[config.mk]
export PLATFORM = sky130hd
export DESIGN_NAME = fsdw_top
export DESIGN_NICKNAME = d
export VERILOG_FILES = /design/src/rtl/fsdw_pkg.sv /design/src/rtl/fsdw_top.sv /design/src/rtl/fsdw_timer.sv
export VERILOG_INCLUDE_DIRS = /design/src /design/src/rtl
export SDC_FILE = /design/constraint.sdc
export NUM_CORES = 1
export LEC_CHECK = 0
export ABC_AREA = 1
export ABC_CLOCK_PERIOD_IN_PS = 6500
export BUFFER_PORTS_ARGS = -buffer_cell sky130_fd_sc_hd__buf_2
export CAP_MARGIN = 20
export CELL_PAD_IN_SITES_DETAIL_PLACEMENT = 1
export CELL_PAD_IN_SITES_GLOBAL_PLACEMENT = 1
export CORE_MARGIN = 8
export CORE_UTILIZATION = 48
export DETAILED_ROUTE_END_ITERATION = 12
export PLACE_DENSITY_LB_ADDON = 0.1
export SKIP_CTS_REPAIR_TIMING = 1
export SLEW_MARGIN = 5
export SYNTH_ARGS = -nofsm -noshare
export SYNTH_HDL_FRONTEND = slang
export SYNTH_SLANG_ARGS = --single-unit
[constraint.sdc]
create_clock -name sys_clk_in -period 6.5 [get_ports sys_clk_in]
set_input_delay 0.65 -clock sys_clk_in [delete_from_list [all_inputs] [get_ports sys_clk_in]]
set_output_delay 0.65 -clock sys_clk_in [all_outputs]
set_load 0.005 [all_outputs]
[src/rtl/fsdw_defs.svh]
// Register offsets, reset values and timing constants of the dual watchdog.
`ifndef FSDW_DEFS_SVH
`define FSDW_DEFS_SVH
`define FSDW_OFS_TICK_DIVIDER   16'h0400
`define FSDW_OFS_LOCAL_TIME     16'h0410
`define FSDW_OFS_BUS_TIME       16'h0420
`define FSDW_OFS_STATUS         16'h0440
`define FSDW_RST_TICK_DIVIDER   16'h09C2
`define FSDW_RST_LOCAL_TIME     16'h03E8
`define FSDW_RST_BUS_TIME       16'h03E8
`define FSDW_BASE_TICK_NS       40
`define FSDW_CLK_PERIOD_NS      100
`define FSDW_TICK_EXTRA         2
`endif

[src/rtl/fsdw_pkg.sv]
// Types shared by the dual watchdog design files.
package fsdw_pkg;
   typedef enum logic [2:0] {
      FSDW_SEL_NONE,
      FSDW_SEL_DIVIDER,
      FSDW_SEL_LOCAL,
      FSDW_SEL_BUS,
      FSDW_SEL_STATUS
   } fsdw_reg_sel_t;
   typedef logic [15:0] fsdw_word_t;
endpackage : fsdw_pkg

[src/rtl/fsdw_top.sv]
// Dual watchdog of the fieldbus slave controller with its settings registers.
`timescale 1ns/1ps
`default_nettype none
`include "fsdw_defs.svh"
module fsdw_top #(
   parameter int                   OUT_W      = 8,
   parameter logic [OUT_W-1:0]     SAFE_VALUE = '0
) (
   // Clock and reset
   input  wire logic               sys_clk_in,
   input  wire logic               rst_in,
   // Register access from the bus side
   input  wire logic               reg_wr_in,
   input  wire logic               reg_rd_in,
   input  wire logic [15:0]        reg_addr_in,
   input  wire fsdw_pkg::fsdw_word_t reg_wdata_in,
   output fsdw_pkg::fsdw_word_t    reg_rdata_out,
   // Traffic events
   input  wire logic               bus_pd_exchange_in,
   input  wire logic               local_access_in,
   // Communication state, passed through untouched
   input  wire logic [3:0]         comm_state_in,
   output logic [3:0]              comm_state_out,
   // Process outputs
   input  wire logic [OUT_W-1:0]   app_data_in,
   output logic [OUT_W-1:0]        out_data_out,
   // Status
   output logic                    bus_wd_expired_out,
   output logic                    local_wd_expired_out
);
   import fsdw_pkg::*;

   fsdw_word_t    div_q;
   fsdw_word_t    div_d;
   fsdw_word_t    local_time_q;
   fsdw_word_t    local_time_d;
   fsdw_word_t    bus_time_q;
   fsdw_word_t    bus_time_d;
   fsdw_word_t    rdata_q;
   fsdw_word_t    rdata_d;
   logic [OUT_W-1:0] out_q;
   logic [OUT_W-1:0] out_d;
   logic [3:0]    state_q;
   logic          bus_exp;
   logic          local_exp;
   fsdw_reg_sel_t sel;

   function automatic fsdw_reg_sel_t decode(input logic [15:0] addr);
      case (addr)
         `FSDW_OFS_TICK_DIVIDER: decode = FSDW_SEL_DIVIDER;
         `FSDW_OFS_LOCAL_TIME:   decode = FSDW_SEL_LOCAL;
         `FSDW_OFS_BUS_TIME:     decode = FSDW_SEL_BUS;
         `FSDW_OFS_STATUS:       decode = FSDW_SEL_STATUS;
         default:                decode = FSDW_SEL_NONE;
      endcase
   endfunction : decode

   // Settings only change when the master writes them; a skipped download
   // simply leaves the held values in place.
   always_comb begin
      sel          = decode(reg_addr_in);
      div_d        = div_q;
      local_time_d = local_time_q;
      bus_time_d   = bus_time_q;
      rdata_d      = rdata_q;
      if (reg_wr_in) begin
         case (sel)
            FSDW_SEL_DIVIDER: div_d        = reg_wdata_in;
            FSDW_SEL_LOCAL:   local_time_d = reg_wdata_in;
            FSDW_SEL_BUS:     bus_time_d   = reg_wdata_in;
            default:          div_d        = div_q;
         endcase
      end
      if (reg_rd_in) begin
         case (sel)
            FSDW_SEL_DIVIDER: rdata_d = div_q;
            FSDW_SEL_LOCAL:   rdata_d = local_time_q;
            FSDW_SEL_BUS:     rdata_d = bus_time_q;
            FSDW_SEL_STATUS:  rdata_d = {14'h0000, local_exp, bus_exp};
            default:          rdata_d = 16'h0000;
         endcase
      end
      out_d = (bus_exp || local_exp) ? SAFE_VALUE : app_data_in;
   end

   always_ff @(posedge sys_clk_in) begin
      if (rst_in) begin
         div_q        <= `FSDW_RST_TICK_DIVIDER;
         local_time_q <= `FSDW_RST_LOCAL_TIME;
         bus_time_q   <= `FSDW_RST_BUS_TIME;
         rdata_q      <= 16'h0000;
         out_q        <= SAFE_VALUE;
         state_q      <= 4'h0;
      end else begin
         div_q        <= div_d;
         local_time_q <= local_time_d;
         bus_time_q   <= bus_time_d;
         rdata_q      <= rdata_d;
         out_q        <= out_d;
         state_q      <= comm_state_in;
      end
   end

   fsdw_timer u_bus_wd (
      .sys_clk_in  (sys_clk_in),
      .rst_in      (rst_in),
      .div_in      (div_q),
      .time_in     (bus_time_q),
      .restart_in  (bus_pd_exchange_in),
      .expired_out (bus_exp)
   );

   fsdw_timer u_local_wd (
      .sys_clk_in  (sys_clk_in),
      .rst_in      (rst_in),
      .div_in      (div_q),
      .time_in     (local_time_q),
      .restart_in  (local_access_in),
      .expired_out (local_exp)
   );

   assign reg_rdata_out        = rdata_q;
   assign out_data_out         = out_q;
   assign comm_state_out       = state_q;
   assign bus_wd_expired_out   = bus_exp;
   assign local_wd_expired_out = local_exp;
endmodule : fsdw_top
`default_nettype wire

[src/rtl/fsdw_timer.sv]
// One watchdog: base-tick prescaler and a timeout counter.
`timescale 1ns/1ps
`default_nettype none
`include "fsdw_defs.svh"
module fsdw_timer (
   // Clock and reset
   input  wire logic              sys_clk_in,
   input  wire logic              rst_in,
   // Settings
   input  wire fsdw_pkg::fsdw_word_t div_in,
   input  wire fsdw_pkg::fsdw_word_t time_in,
   // Traffic and result
   input  wire logic              restart_in,
   output logic                   expired_out
);
   import fsdw_pkg::*;
   localparam logic [23:0] STEP_NS = 24'(`FSDW_CLK_PERIOD_NS);
   localparam logic [23:0] BASE_NS = 24'(`FSDW_BASE_TICK_NS);
   localparam logic [23:0] EXTRA   = 24'(`FSDW_TICK_EXTRA);

   logic [23:0] acc_q;
   logic [23:0] acc_d;
   logic [15:0] cnt_q;
   logic [15:0] cnt_d;
   logic        exp_q;
   logic        exp_d;
   logic [23:0] period;
   logic [23:0] acc_sum;
   logic        tick;

   // The clock is slower than the base tick, so elapsed time is kept in
   // nanoseconds; this keeps the tick length exact on average whenever div_in is 1 or more.
   always_comb begin
      period  = ({8'h00, div_in} + EXTRA) * BASE_NS;
      acc_sum = acc_q + STEP_NS;
      tick    = (acc_sum >= period);
      acc_d   = tick ? (acc_sum - period) : acc_sum;
      cnt_d   = cnt_q;
      exp_d   = exp_q;
      if (time_in == 16'h0000) begin
         acc_d = 24'h000000;
         cnt_d = 16'h0000;
         exp_d = 1'b0;
      end else if (restart_in) begin
         acc_d = 24'h000000;
         cnt_d = 16'h0000;
         exp_d = 1'b0;
      end else if (tick && !exp_q) begin
         cnt_d = cnt_q + 16'h0001;
         if (cnt_d >= time_in) begin
            exp_d = 1'b1;
         end
      end
   end

   always_ff @(posedge sys_clk_in) begin
      if (rst_in) begin
         acc_q <= 24'h000000;
         cnt_q <= 16'h0000;
         exp_q <= 1'b0;
      end else begin
         acc_q <= acc_d;
         cnt_q <= cnt_d;
         exp_q <= exp_d;
      end
   end

   assign expired_out = exp_q;
endmodule : fsdw_timer
`default_nettype wire

## Yosys cells after proc, flatten, opt, wreduce, memory -nomap -nowiden

Cells that the tools add are included.

- $add $sub $neg: 7
- $mul: 1
- $lt $le $gt $ge: 4
- Eq/ne operators: 8
- Mux-type cells: 4
- Reductions and logical operators: 15

Operator list:

| operator | count |
|---|---|
| $eq A16 B11 Y1 const B | 4 |
| $pmux W16 S4 | 1 |
| $add A24 B7 Y24 const B | 2 |
| $ge A24 B24 Y1 | 2 |
| $mux W24 | 2 |
| $sub A24 B24 Y24 | 2 |
| $add A16 B1 Y16 const B | 2 |
| $ge A16 B16 Y1 | 2 |
| $logic_not A16 Y1 | 2 |
| $mul A24 B3 Y21 const B | 1 |
| $add A16 B2 Y17 const B | 1 |
| $pmux W3 S4 | 1 |
| $reduce_and A2 Y1 | 5 |
| $eq A3 B2 Y1 const B | 2 |
| $reduce_or A3 Y1 | 2 |
| $eq A3 B1 Y1 const B | 1 |
| $eq A3 B3 Y1 const B | 1 |
| $logic_and A1 B1 Y1 | 2 |
| $logic_not A1 Y1 | 2 |
| $reduce_or A2 Y1 | 1 |
| $logic_or A1 B1 Y1 | 1 |

- Register bits after elaboration: 158
- Input bits: 50
- Output and inout bits: 30
- Logic and storage cells: 51

## Longest topological paths before layout

Gate-level depths: netlist of run 1.

- Depth after elaboration: 5
- Mapped depth: 34
- Depth with buffers taken out: 33

## Modules after synthesis

Synthesis of run 1 repeated with hierarchy kept, for this count alone.

- Cells, all modules: 2060
- Area total of the unflattened synthesis: 13367.8 um^2

By module, submodules not included:

| module | times used | cells an instance | area an instance (um^2) | sequential area each (um^2) |
|---|---|---|---|---|
| fsdw_timer (u_local_wd) | 1 | 825 | 5138.7 | 780.7 |
| fsdw_timer (u_bus_wd) | 1 | 826 | 5113.7 | 780.7 |
| fsdw_top | 1 | 409 | 3115.5 | 1521.5 |

## Worst setup path after synthesis of run 1

Ideal clock, no wire load.

- Path kind: reg2reg
- Start: reg div_q[1]
- End: reg u_bus_wd.acc_q[22]
- Setup time: 70 ps
- Data arrival time: 4265 ps
- Required time: 6430 ps
- Slack: 2165 ps
- Cell stages (with the launch flop): 35
- Path buffers: 2
- Clock period less this slack: 4335 ps
- Cells stage by stage: dfxtp_1 -> ha_1 -> nand3_1 -> nor2_1 -> nand4_1 -> nor3_1 -> xor2_1 -> inv_1 -> ha_1 -> ha_1 -> nand2_1 -> inv_1 -> nand2_1 -> nand2_1 -> inv_1 -> nand3_1 -> nand2_1 -> nand2_1 -> ha_1 -> nand2_1 -> nor2_1 -> inv_1 -> nor2_1 -> nand2_1 -> nand2_1 -> nand4_1 -> nand2_1 -> nand2_1 -> nand3_2 -> nand2_4 -> nand2_4 -> buf_8 -> buf_12 -> nand2_1 -> a21oi_2

- Word-level cells in the longest chain between the ends: 4
- Elaborated cells on any way between the ends: 5
- Classes of those cells: 2 x add/sub; 1 x mul; 1 x order compare; 1 x mux

Ends and longest elaborated chain:

| what | RTL line | text |
|---|---|---|
| from (decl) | fsdw_top.sv:33 | `fsdw_word_t div_q;` |
| from (signal assigned) | fsdw_top.sv:88 | `` div_q <= `FSDW_RST_TICK_DIVIDER; `` |
| from (signal assigned) | fsdw_top.sv:95 | `div_q <= div_d;` |
| $add A16 B2 Y17 * | fsdw_timer.sv:34 | `period = ({8'h00, div_in} + EXTRA) * BASE_NS;` |
| $mul A24 B3 Y21 * | fsdw_timer.sv:34 |  |
| $sub A24 B24 Y24 / $ge A24 B24 Y1 (equally long branches) | fsdw_timer.sv:37, fsdw_timer.sv:36 |  |
| $mux W24 * | fsdw_timer.sv:37 | `acc_d = tick ? (acc_sum - period) : acc_sum;` |
| to (signal assigned) | fsdw_timer.sv:58 | `acc_q <= 24'h000000;` |
| to (signal assigned) | fsdw_timer.sv:62 | `acc_q <= acc_d;` |
| to (decl) | fsdw_timer.sv:21 | `logic [23:0] acc_q;` |

Every way passes the cells marked *; elsewhere a longest branch is shown, timed or not.
A chain may end at the register's enable or synchronous reset.

## Worst setup path in the final report of run 1

- Start: reg div_q[1]
- End: reg u_bus_wd.cnt_q[14]

- Word-level cells in the longest chain between the ends: 4

Ends and longest elaborated chain:

| what | RTL line | text |
|---|---|---|
| $add A16 B2 Y17 | fsdw_timer.sv:34 |  |
| $mul A24 B3 Y21 | fsdw_timer.sv:34 |  |
| $ge A24 B24 Y1 | fsdw_timer.sv:36 | `tick = (acc_sum >= period);` |
| $logic_and A1 B1 Y1 | fsdw_timer.sv:48 | `end else if (tick && !exp_q) begin` |
| to (signal assigned) | fsdw_timer.sv:63 | `cnt_q <= cnt_d;` |
| to (decl) | fsdw_timer.sv:23 | `logic [15:0] cnt_q;` |

No other way between the ends.

==> results of run 1 <==
-- stage by stage --
| stage | area [um^2] | instances | power (W) | hold slack [ns] | setup WS (ns) |
|---|---|---|---|---|---|
| 2_1_floorplan | 11700 | 1753 | 0.00327 | 0.430 | 2.17 |
| 3_3_place_gp | 12300 | 2115 | 0.00359 | 0.451 | 1.13 |
| 3_5_place_dp | 12300 | 2115 | 0.00370 | 0.459 | 0.942 |
| 4_1_cts | 12900 | 2147 | 0.00479 | 0.389 | 0.808 |
| 5_1_grt | 12900 | 2149 | 0.00514 | 0.399 | 0.156 |
| 6_report | 12900 | 2149 | 0.00476 | 0.397 | 0.823 |
-- synthesized netlist by cell type (3+ instances only) --
master,count
a211oi_1,22
buf_2,4
nor2_2,5
o21bai_1,6
and2_1,3
nand3_2,4
a31oi_1,5
inv_2,6
nor2_1,211
xnor2_1,27
o22ai_1,16
a21o_1,3
a21oi_1,132
clkinv_1,4
a21boi_0,5
nand2_1,323
xor2_1,74
or2_2,5
a21oi_2,12
buf_6,6
nand2_2,28
o21ai_0,85
nand4_1,31
o21ai_1,7
dfxtp_1,154
clkbuf_1,32
nor4_1,16
fa_1,3
inv_1,255
nand3_1,122
ha_1,100
nor3_1,21
nor2_4,7
-- worst reg2reg max path, delay by kind of cell (launching register included) --
family	cells	cell delay (ns)
flip-flops	1	0.43
AND/OR/NAND/NOR	20	3.40
adder cells (fa/ha/maj)	4	1.29
XOR/XNOR	1	0.17
buffers and inverters	4	0.28
-- cell usage in the layout, fill, tap and decap left out, types with 74 or more instances in the layout --
cell     netlist  layout
a21oi_1      132     132
buf_2          4      79
dfxtp_1      154     154
ha_1         100     100
inv_1        255     255
nand2_1      323     323
nand3_1      122     122
nor2_1       211     209
o21ai_0       85      85
xor2_1        74      74
-- worst min-delay path by stage --
stage,from,end,depth (start not counted)
global route,comm_state_in[2],comm_state_out[2]$_SDFF_PP0_,3
CTS,comm_state_in[3],comm_state_out[3]$_SDFF_PP0_,3
floorplan,u_bus_wd.acc_q[2]$_SDFF_PP0_,u_bus_wd.acc_q[2]$_SDFF_PP0_,1
finish,comm_state_in[3],comm_state_out[3]$_SDFF_PP0_,3
detailed placement,u_local_wd.acc_q[2]$_SDFF_PP0_,u_local_wd.acc_q[2]$_SDFF_PP0_,1
global placement,reg_rdata_out[13]$_SDFFE_PP0P_,reg_rdata_out[13]$_SDFFE_PP0P_,2
-- sequential cells by signal (all words and copies together), names as in the netlist, 16 cells and up --
register / flops
u_bus_wd.acc_q: 22
reg_rdata_out: 16
local_time_q: 16
bus_time_q: 16
div_q: 16
u_bus_wd.cnt_q: 16
u_local_wd.cnt_q: 16
u_local_wd.acc_q: 22
-- cell families (layout without fill, tap and decap cells) --
family,count (synthesis),count (layout),synth area share [%]
and+or+nand+nor,784,784,29.8
buffers and inverters,311,383,10.7
AOI/OAI and AO/OA,299,299,14.3
DFF,154,154,26.3
adders and majority gates,103,103,11.2
xor gates and xnor gates,102,102,7.69
-- final cells by class --
class	count	area (um^2)
clock inverter	14	173
multi-input combinational	1288	7390
fill	3267	11200
sequential	154	3080
timing repair buffer	86	455
clock buffer	18	439
inverter	265	995
tap	324	405
-- routing by layer --
| layer | up-vias | global-route usage [%] |
|---|---|---|
| met2 | 198 | 47.1 |
| met5 | - | 0 |
| met4 | 0 | 11.8 |
| met1 | 5595 | 30.3 |
| li1 | 5816 | - |
| met3 | 78 | 3.95 |
-- report_power, final --
part,switching (W),internal (W)
Clock,0.000509,0.000564
Sequential,0.000139,0.00110
Combinational,0.00164,0.000805
==> metrics, run 1 <==
status finished clean; Total GRT Usage 26.2%; Vias 11700; Hold Path Class in -> reg; vias per cell 5.44; Worst Setup End Kind flip-flop; crit path launch type flip-flop; Slew headroom 30.2%; pwr/cell area 368 mW/mm^2; ranking of synthesized cells by area dfxtp_1, ha_1, nand2_1; depth of the CTS H-tree 4; die footprint approximately 0.030 mm^2; Max rail drop VDD roughly 0.00087 V; max-cap viol count 0; Die Height 172 um; LEAKAGE 6.23 nW; Ant. Diodes 0; Synth Flop Type dfxtp_1; cell mode on critical path nand2_1; DRT Pass-1 Iters 4; crit-path leading delay family simple AND/OR/NAND/NOR gates; final global-route overflow total 0; fraction of layout cells with a size suffix above 1 a little over a tenth; Layout Skew 0.0146 ns; drt wl/cell between 15 and 20 um; Final min period 5.68 ns; critical path class reg -> reg; CTS tree done; FFs w/ async S/R, synth 0%; post-synth top area share 26.3%; metal2 WL roughly 19000 um; Starting Density between 40 and 50%; WP buf/inv 4; Root Driver clkbuf_16; HPWL after detailed placement 30000 um; Mean Syn Cell Area 6.69 um^2; slowest CP cell nand2_4; final worst path period share between 80% and 90%; fin util 53.5%; fin nets just under 2000; deepest clock path buffer count 2; number of core rows 57; CP max FO 58; 1st-iter DRT viols a little over 500; Core Area 0.0242 mm^2; pin count of the biggest net entering global routing 59; CTS sink cnt 154; post-synthesis instance total 1753; syn_nets 1906; post-synthesis sequential area ratio a little over a quarter; Top Layer Used met4; RSZ-0062 raised after global routing no; synthesis-stage register bit count 154; I/O pin total 80; WP data required ~6.8 ns; Final setup viols 0; die width around 170 um; Reg2Reg Setup Slack between 0.8 and 0.9 ns; first-pass GRT wire length 61600 um; synth warn 0; Worst-path clk slew 0.08 ns; Worst R2R End u_bus_wd.cnt_q[14]$_SDFFE_PP0P_; Area Overhead vs Synth 10.4%; Peak Freq around 180 MHz; Setup TNS Final 0 ns; antenna violations before repair 0; cell count along the critical path 29; vias in the first global route 12400; max-slew violation count 0; GPL Wtd Cong ~0.94; highest cell delay on the worst timing path 0.56 ns; CTS buffer count 17; launch point of the worst reg-to-reg path div_q[1]$_SDFFE_PP1P_; met3 routed wirelength about 1200 um; Least-Margin Pin Slew 1.04 ns; Post-Route M1 WL 16900 um; library cells used by synthesis 48; # DRC 0; crit path to u_bus_wd.cnt_q[14]$_SDFFE_PP0P_; Setup crit start div_q[1]$_SDFFE_PP1P_; worst reg-to-reg path cell count 29; Routed Antenna Nets 0; Synth area leader dfxtp_1; CP Data Arrival Time 6.01 ns; Clock Latency Late Sink 0.45 ns; I/O Buffers 79; synthesized area about 0.012 mm^2; final wirelength ~38000 um; Post-synth EDFFs 0; Fin. Hold Viols 0
Power figures use the tool's default switching activity.
==> inputs of run 2 (changes only) <==
Settings changed: CORE_ASPECT_RATIO from default to 0.7.
==> run 2 against run 1 <==
Non-clock buffer count down 1. First-iteration DRC count rose by 14%. Clock-buffer cell count rose by 3. Total power grew 1.7%. Combinational power about the same. Setup slack got worse by 0.058 ns. Clock skew is 0.0016 ns lower. Cell count unchanged. Fmax fell by 1.0%. Clock power grew 9%. Critical path type unchanged. Global-route usage decreased by 1.2 points.
==> metrics, run 2 (same netlist as run 1, synthesis figures left out) <==
status finished clean; Vias approximately 12000; I/O pin total 80; Core Area 0.0243 mm^2; deepest clock path buffer count 2; cell count along the critical path 30; number of core rows 48; Root Driver clkbuf_16; depth of the CTS H-tree 4; vias in the first global route 12200; RSZ-0062 raised after global routing no; Worst R2R End u_bus_wd.cnt_q[1]$_SDFFE_PP0P_; 1st-iter DRT viols 581; critical path class reg -> reg; CTS buffer count 17; Final min period 5.74 ns; CP max FO 58; sequential share of power 25.6%; max-cap viol count 0; final wirelength ~38000 um; post-place setup slack 0.978 ns; Final setup viols 0; Fin. Hold Viols 0; crit-path leading delay family simple AND/OR/NAND/NOR gates; Layout Skew 0.0130 ns; launch point of the worst reg-to-reg path div_q[1]$_SDFFE_PP1P_; Reg2Reg Setup Slack between 0.7 and 0.8 ns; Routed Antenna Nets 0; Worst Setup End Kind flip-flop; Hold Crit Endpoint comm_state_out[0]$_SDFF_PP0_; # DRC 0; Largest regs u_bus_wd.acc_q x22, u_local_wd.acc_q x22; Setup TNS Final 0 ns; LEAKAGE about 6.3 nW; HPWL after detailed placement 29400 um; final worst path period share about nine tenths; worst reg-to-reg path cell count 30; commonest non-fill, non-tap cell in the layout nand2_1; Peak Freq 174 MHz; highest cell delay on the worst timing path 0.57 ns; first-pass GRT wire length 61100 um; Sw Ratio 45.9%; antenna violations before repair 0; area of the multi-input gates 0.00739 mm^2; WP data required ~6.8 ns; die footprint roughly 0.030 mm^2; die width ~200 um; fraction of layout cells with a size suffix above 1 10.5%; Min-Delay Path Depth 3; Hold Crit Start comm_state_in[0]; vias per cell 5.44; Worst-path clk slew 0.07 ns; Clock Latency Late Sink 0.44 ns; GPL Wtd Cong 0.899; Starting Density approximately half; # fillers 3317; Switching Power 0.00222 W; Die Height between 100 and 150 um; pwr/cell area 372 mW/mm^2; Area Overhead vs Synth 11.0%; final global-route overflow total 0; CTS tree done; Ant. Diodes 0; crit path launch type flip-flop; drt wl/cell roughly 17 um; Clock Power Share 24.1%; most frequent cells in the layout nand2_1, inv_1, nor2_1, dfxtp_1, a21oi_1; CP Data Arrival Time 6.05 ns; Total GRT Usage between 20% and 30%; max-slew violation count 0; Hold Path Class in -> reg; slowest CP cell nand2_4; CTS sink cnt 154; final worst slack 0.765 ns; Pint ~0.0026 W; Max rail drop VDD about 0.00025 V; Comb pwr share 50.2%; WP buf/inv 2; cell mode on critical path nand2_1; I/O Buffers 79; Slew headroom 26.8%; Reg area 0.00308 mm^2; total power draw 0.00484 W; DRT Pass-1 Iters 6; Least-Margin Pin Slew 1.09 ns; pin count of the biggest net entering global routing 59; fin nets 1964
run 2: cell types whose count changed in the layout (fill, tap and decap cells not counted), moves of 2 or more:
| cell | delta |
|---|---|
| buf_4 | -3 |
| bufinv_16 | +4 |
| clkbuf_1 | +2 |
| clkinv_4 | +2 |
| clkinv_8 | -2 |
| inv_6 | -2 |
| inv_8 | -4 |
run 2: tightest hold or removal path, stage by stage:
cell and delay, ns:
buf_2 0.07, inv_1 0.03, nor2_1 0.06
run 2: metal layers:
layer  track usage, %  up-vias  wire (um)
li1                 -     5820          -
met1             31.8     5588      17400
met2             43.5      241      18000
met3             4.20       38       1540
met4             5.90        0        640
met5                0        -          0
run 2: cell type report:
cell class,instances,share of cell area (%)
flip-flops and latches,154,23.7
clock buffers,21,3.54
repair buffers,85,3.65
well taps,325,3.12
multi-input cells,1288,56.8
inverters,265,7.64
clock inverters,11,1.60
run 2: through the flow:
stage / std cells / utilization [%] / cell area (um^2) / hold WS (ns)
floorplan: 1753 / - / 11700 / 0.430
CTS: 2146 / 53.3 / 13000 / 0.406
global route: 2149 / 53.5 / 13000 / 0.420
finish: 2149 / 53.5 / 13000 / 0.415
detailed placement: 2114 / 50.5 / 12300 / 0.460
global placement: 2114 / 50.5 / 12300 / 0.451
run 2: power by group through the flow:
stage | sequential [W] | combinational (W) | clock [W]
floorplan | 0.00123 | 0.00204 | 0
global placement | 0.00125 | 0.00232 | 0
detailed placement | 0.00126 | 0.00242 | 0
CTS | 0.00124 | 0.00245 | 0.00118
global route | 0.00126 | 0.00277 | 0.00121
finish | 0.00124 | 0.00243 | 0.00117
run 2: how the worst max path moves through the flow:
stage	endpoint	startpoint
6_report	u_bus_wd.cnt_q[1]$_SDFFE_PP0P_	div_q[1]$_SDFFE_PP1P_
4_1_cts	u_bus_wd.cnt_q[1]$_SDFFE_PP0P_	div_q[1]$_SDFFE_PP1P_
3_5_place_dp	u_bus_wd.cnt_q[14]$_SDFFE_PP0P_	div_q[1]$_SDFFE_PP1P_
3_3_place_gp	u_bus_wd.cnt_q[9]$_SDFFE_PP0P_	div_q[1]$_SDFFE_PP1P_
5_1_grt	u_bus_wd.cnt_q[1]$_SDFFE_PP0P_	div_q[1]$_SDFFE_PP1P_
2_1_floorplan	u_bus_wd.acc_q[22]$_SDFF_PP0_	div_q[1]$_SDFFE_PP1P_
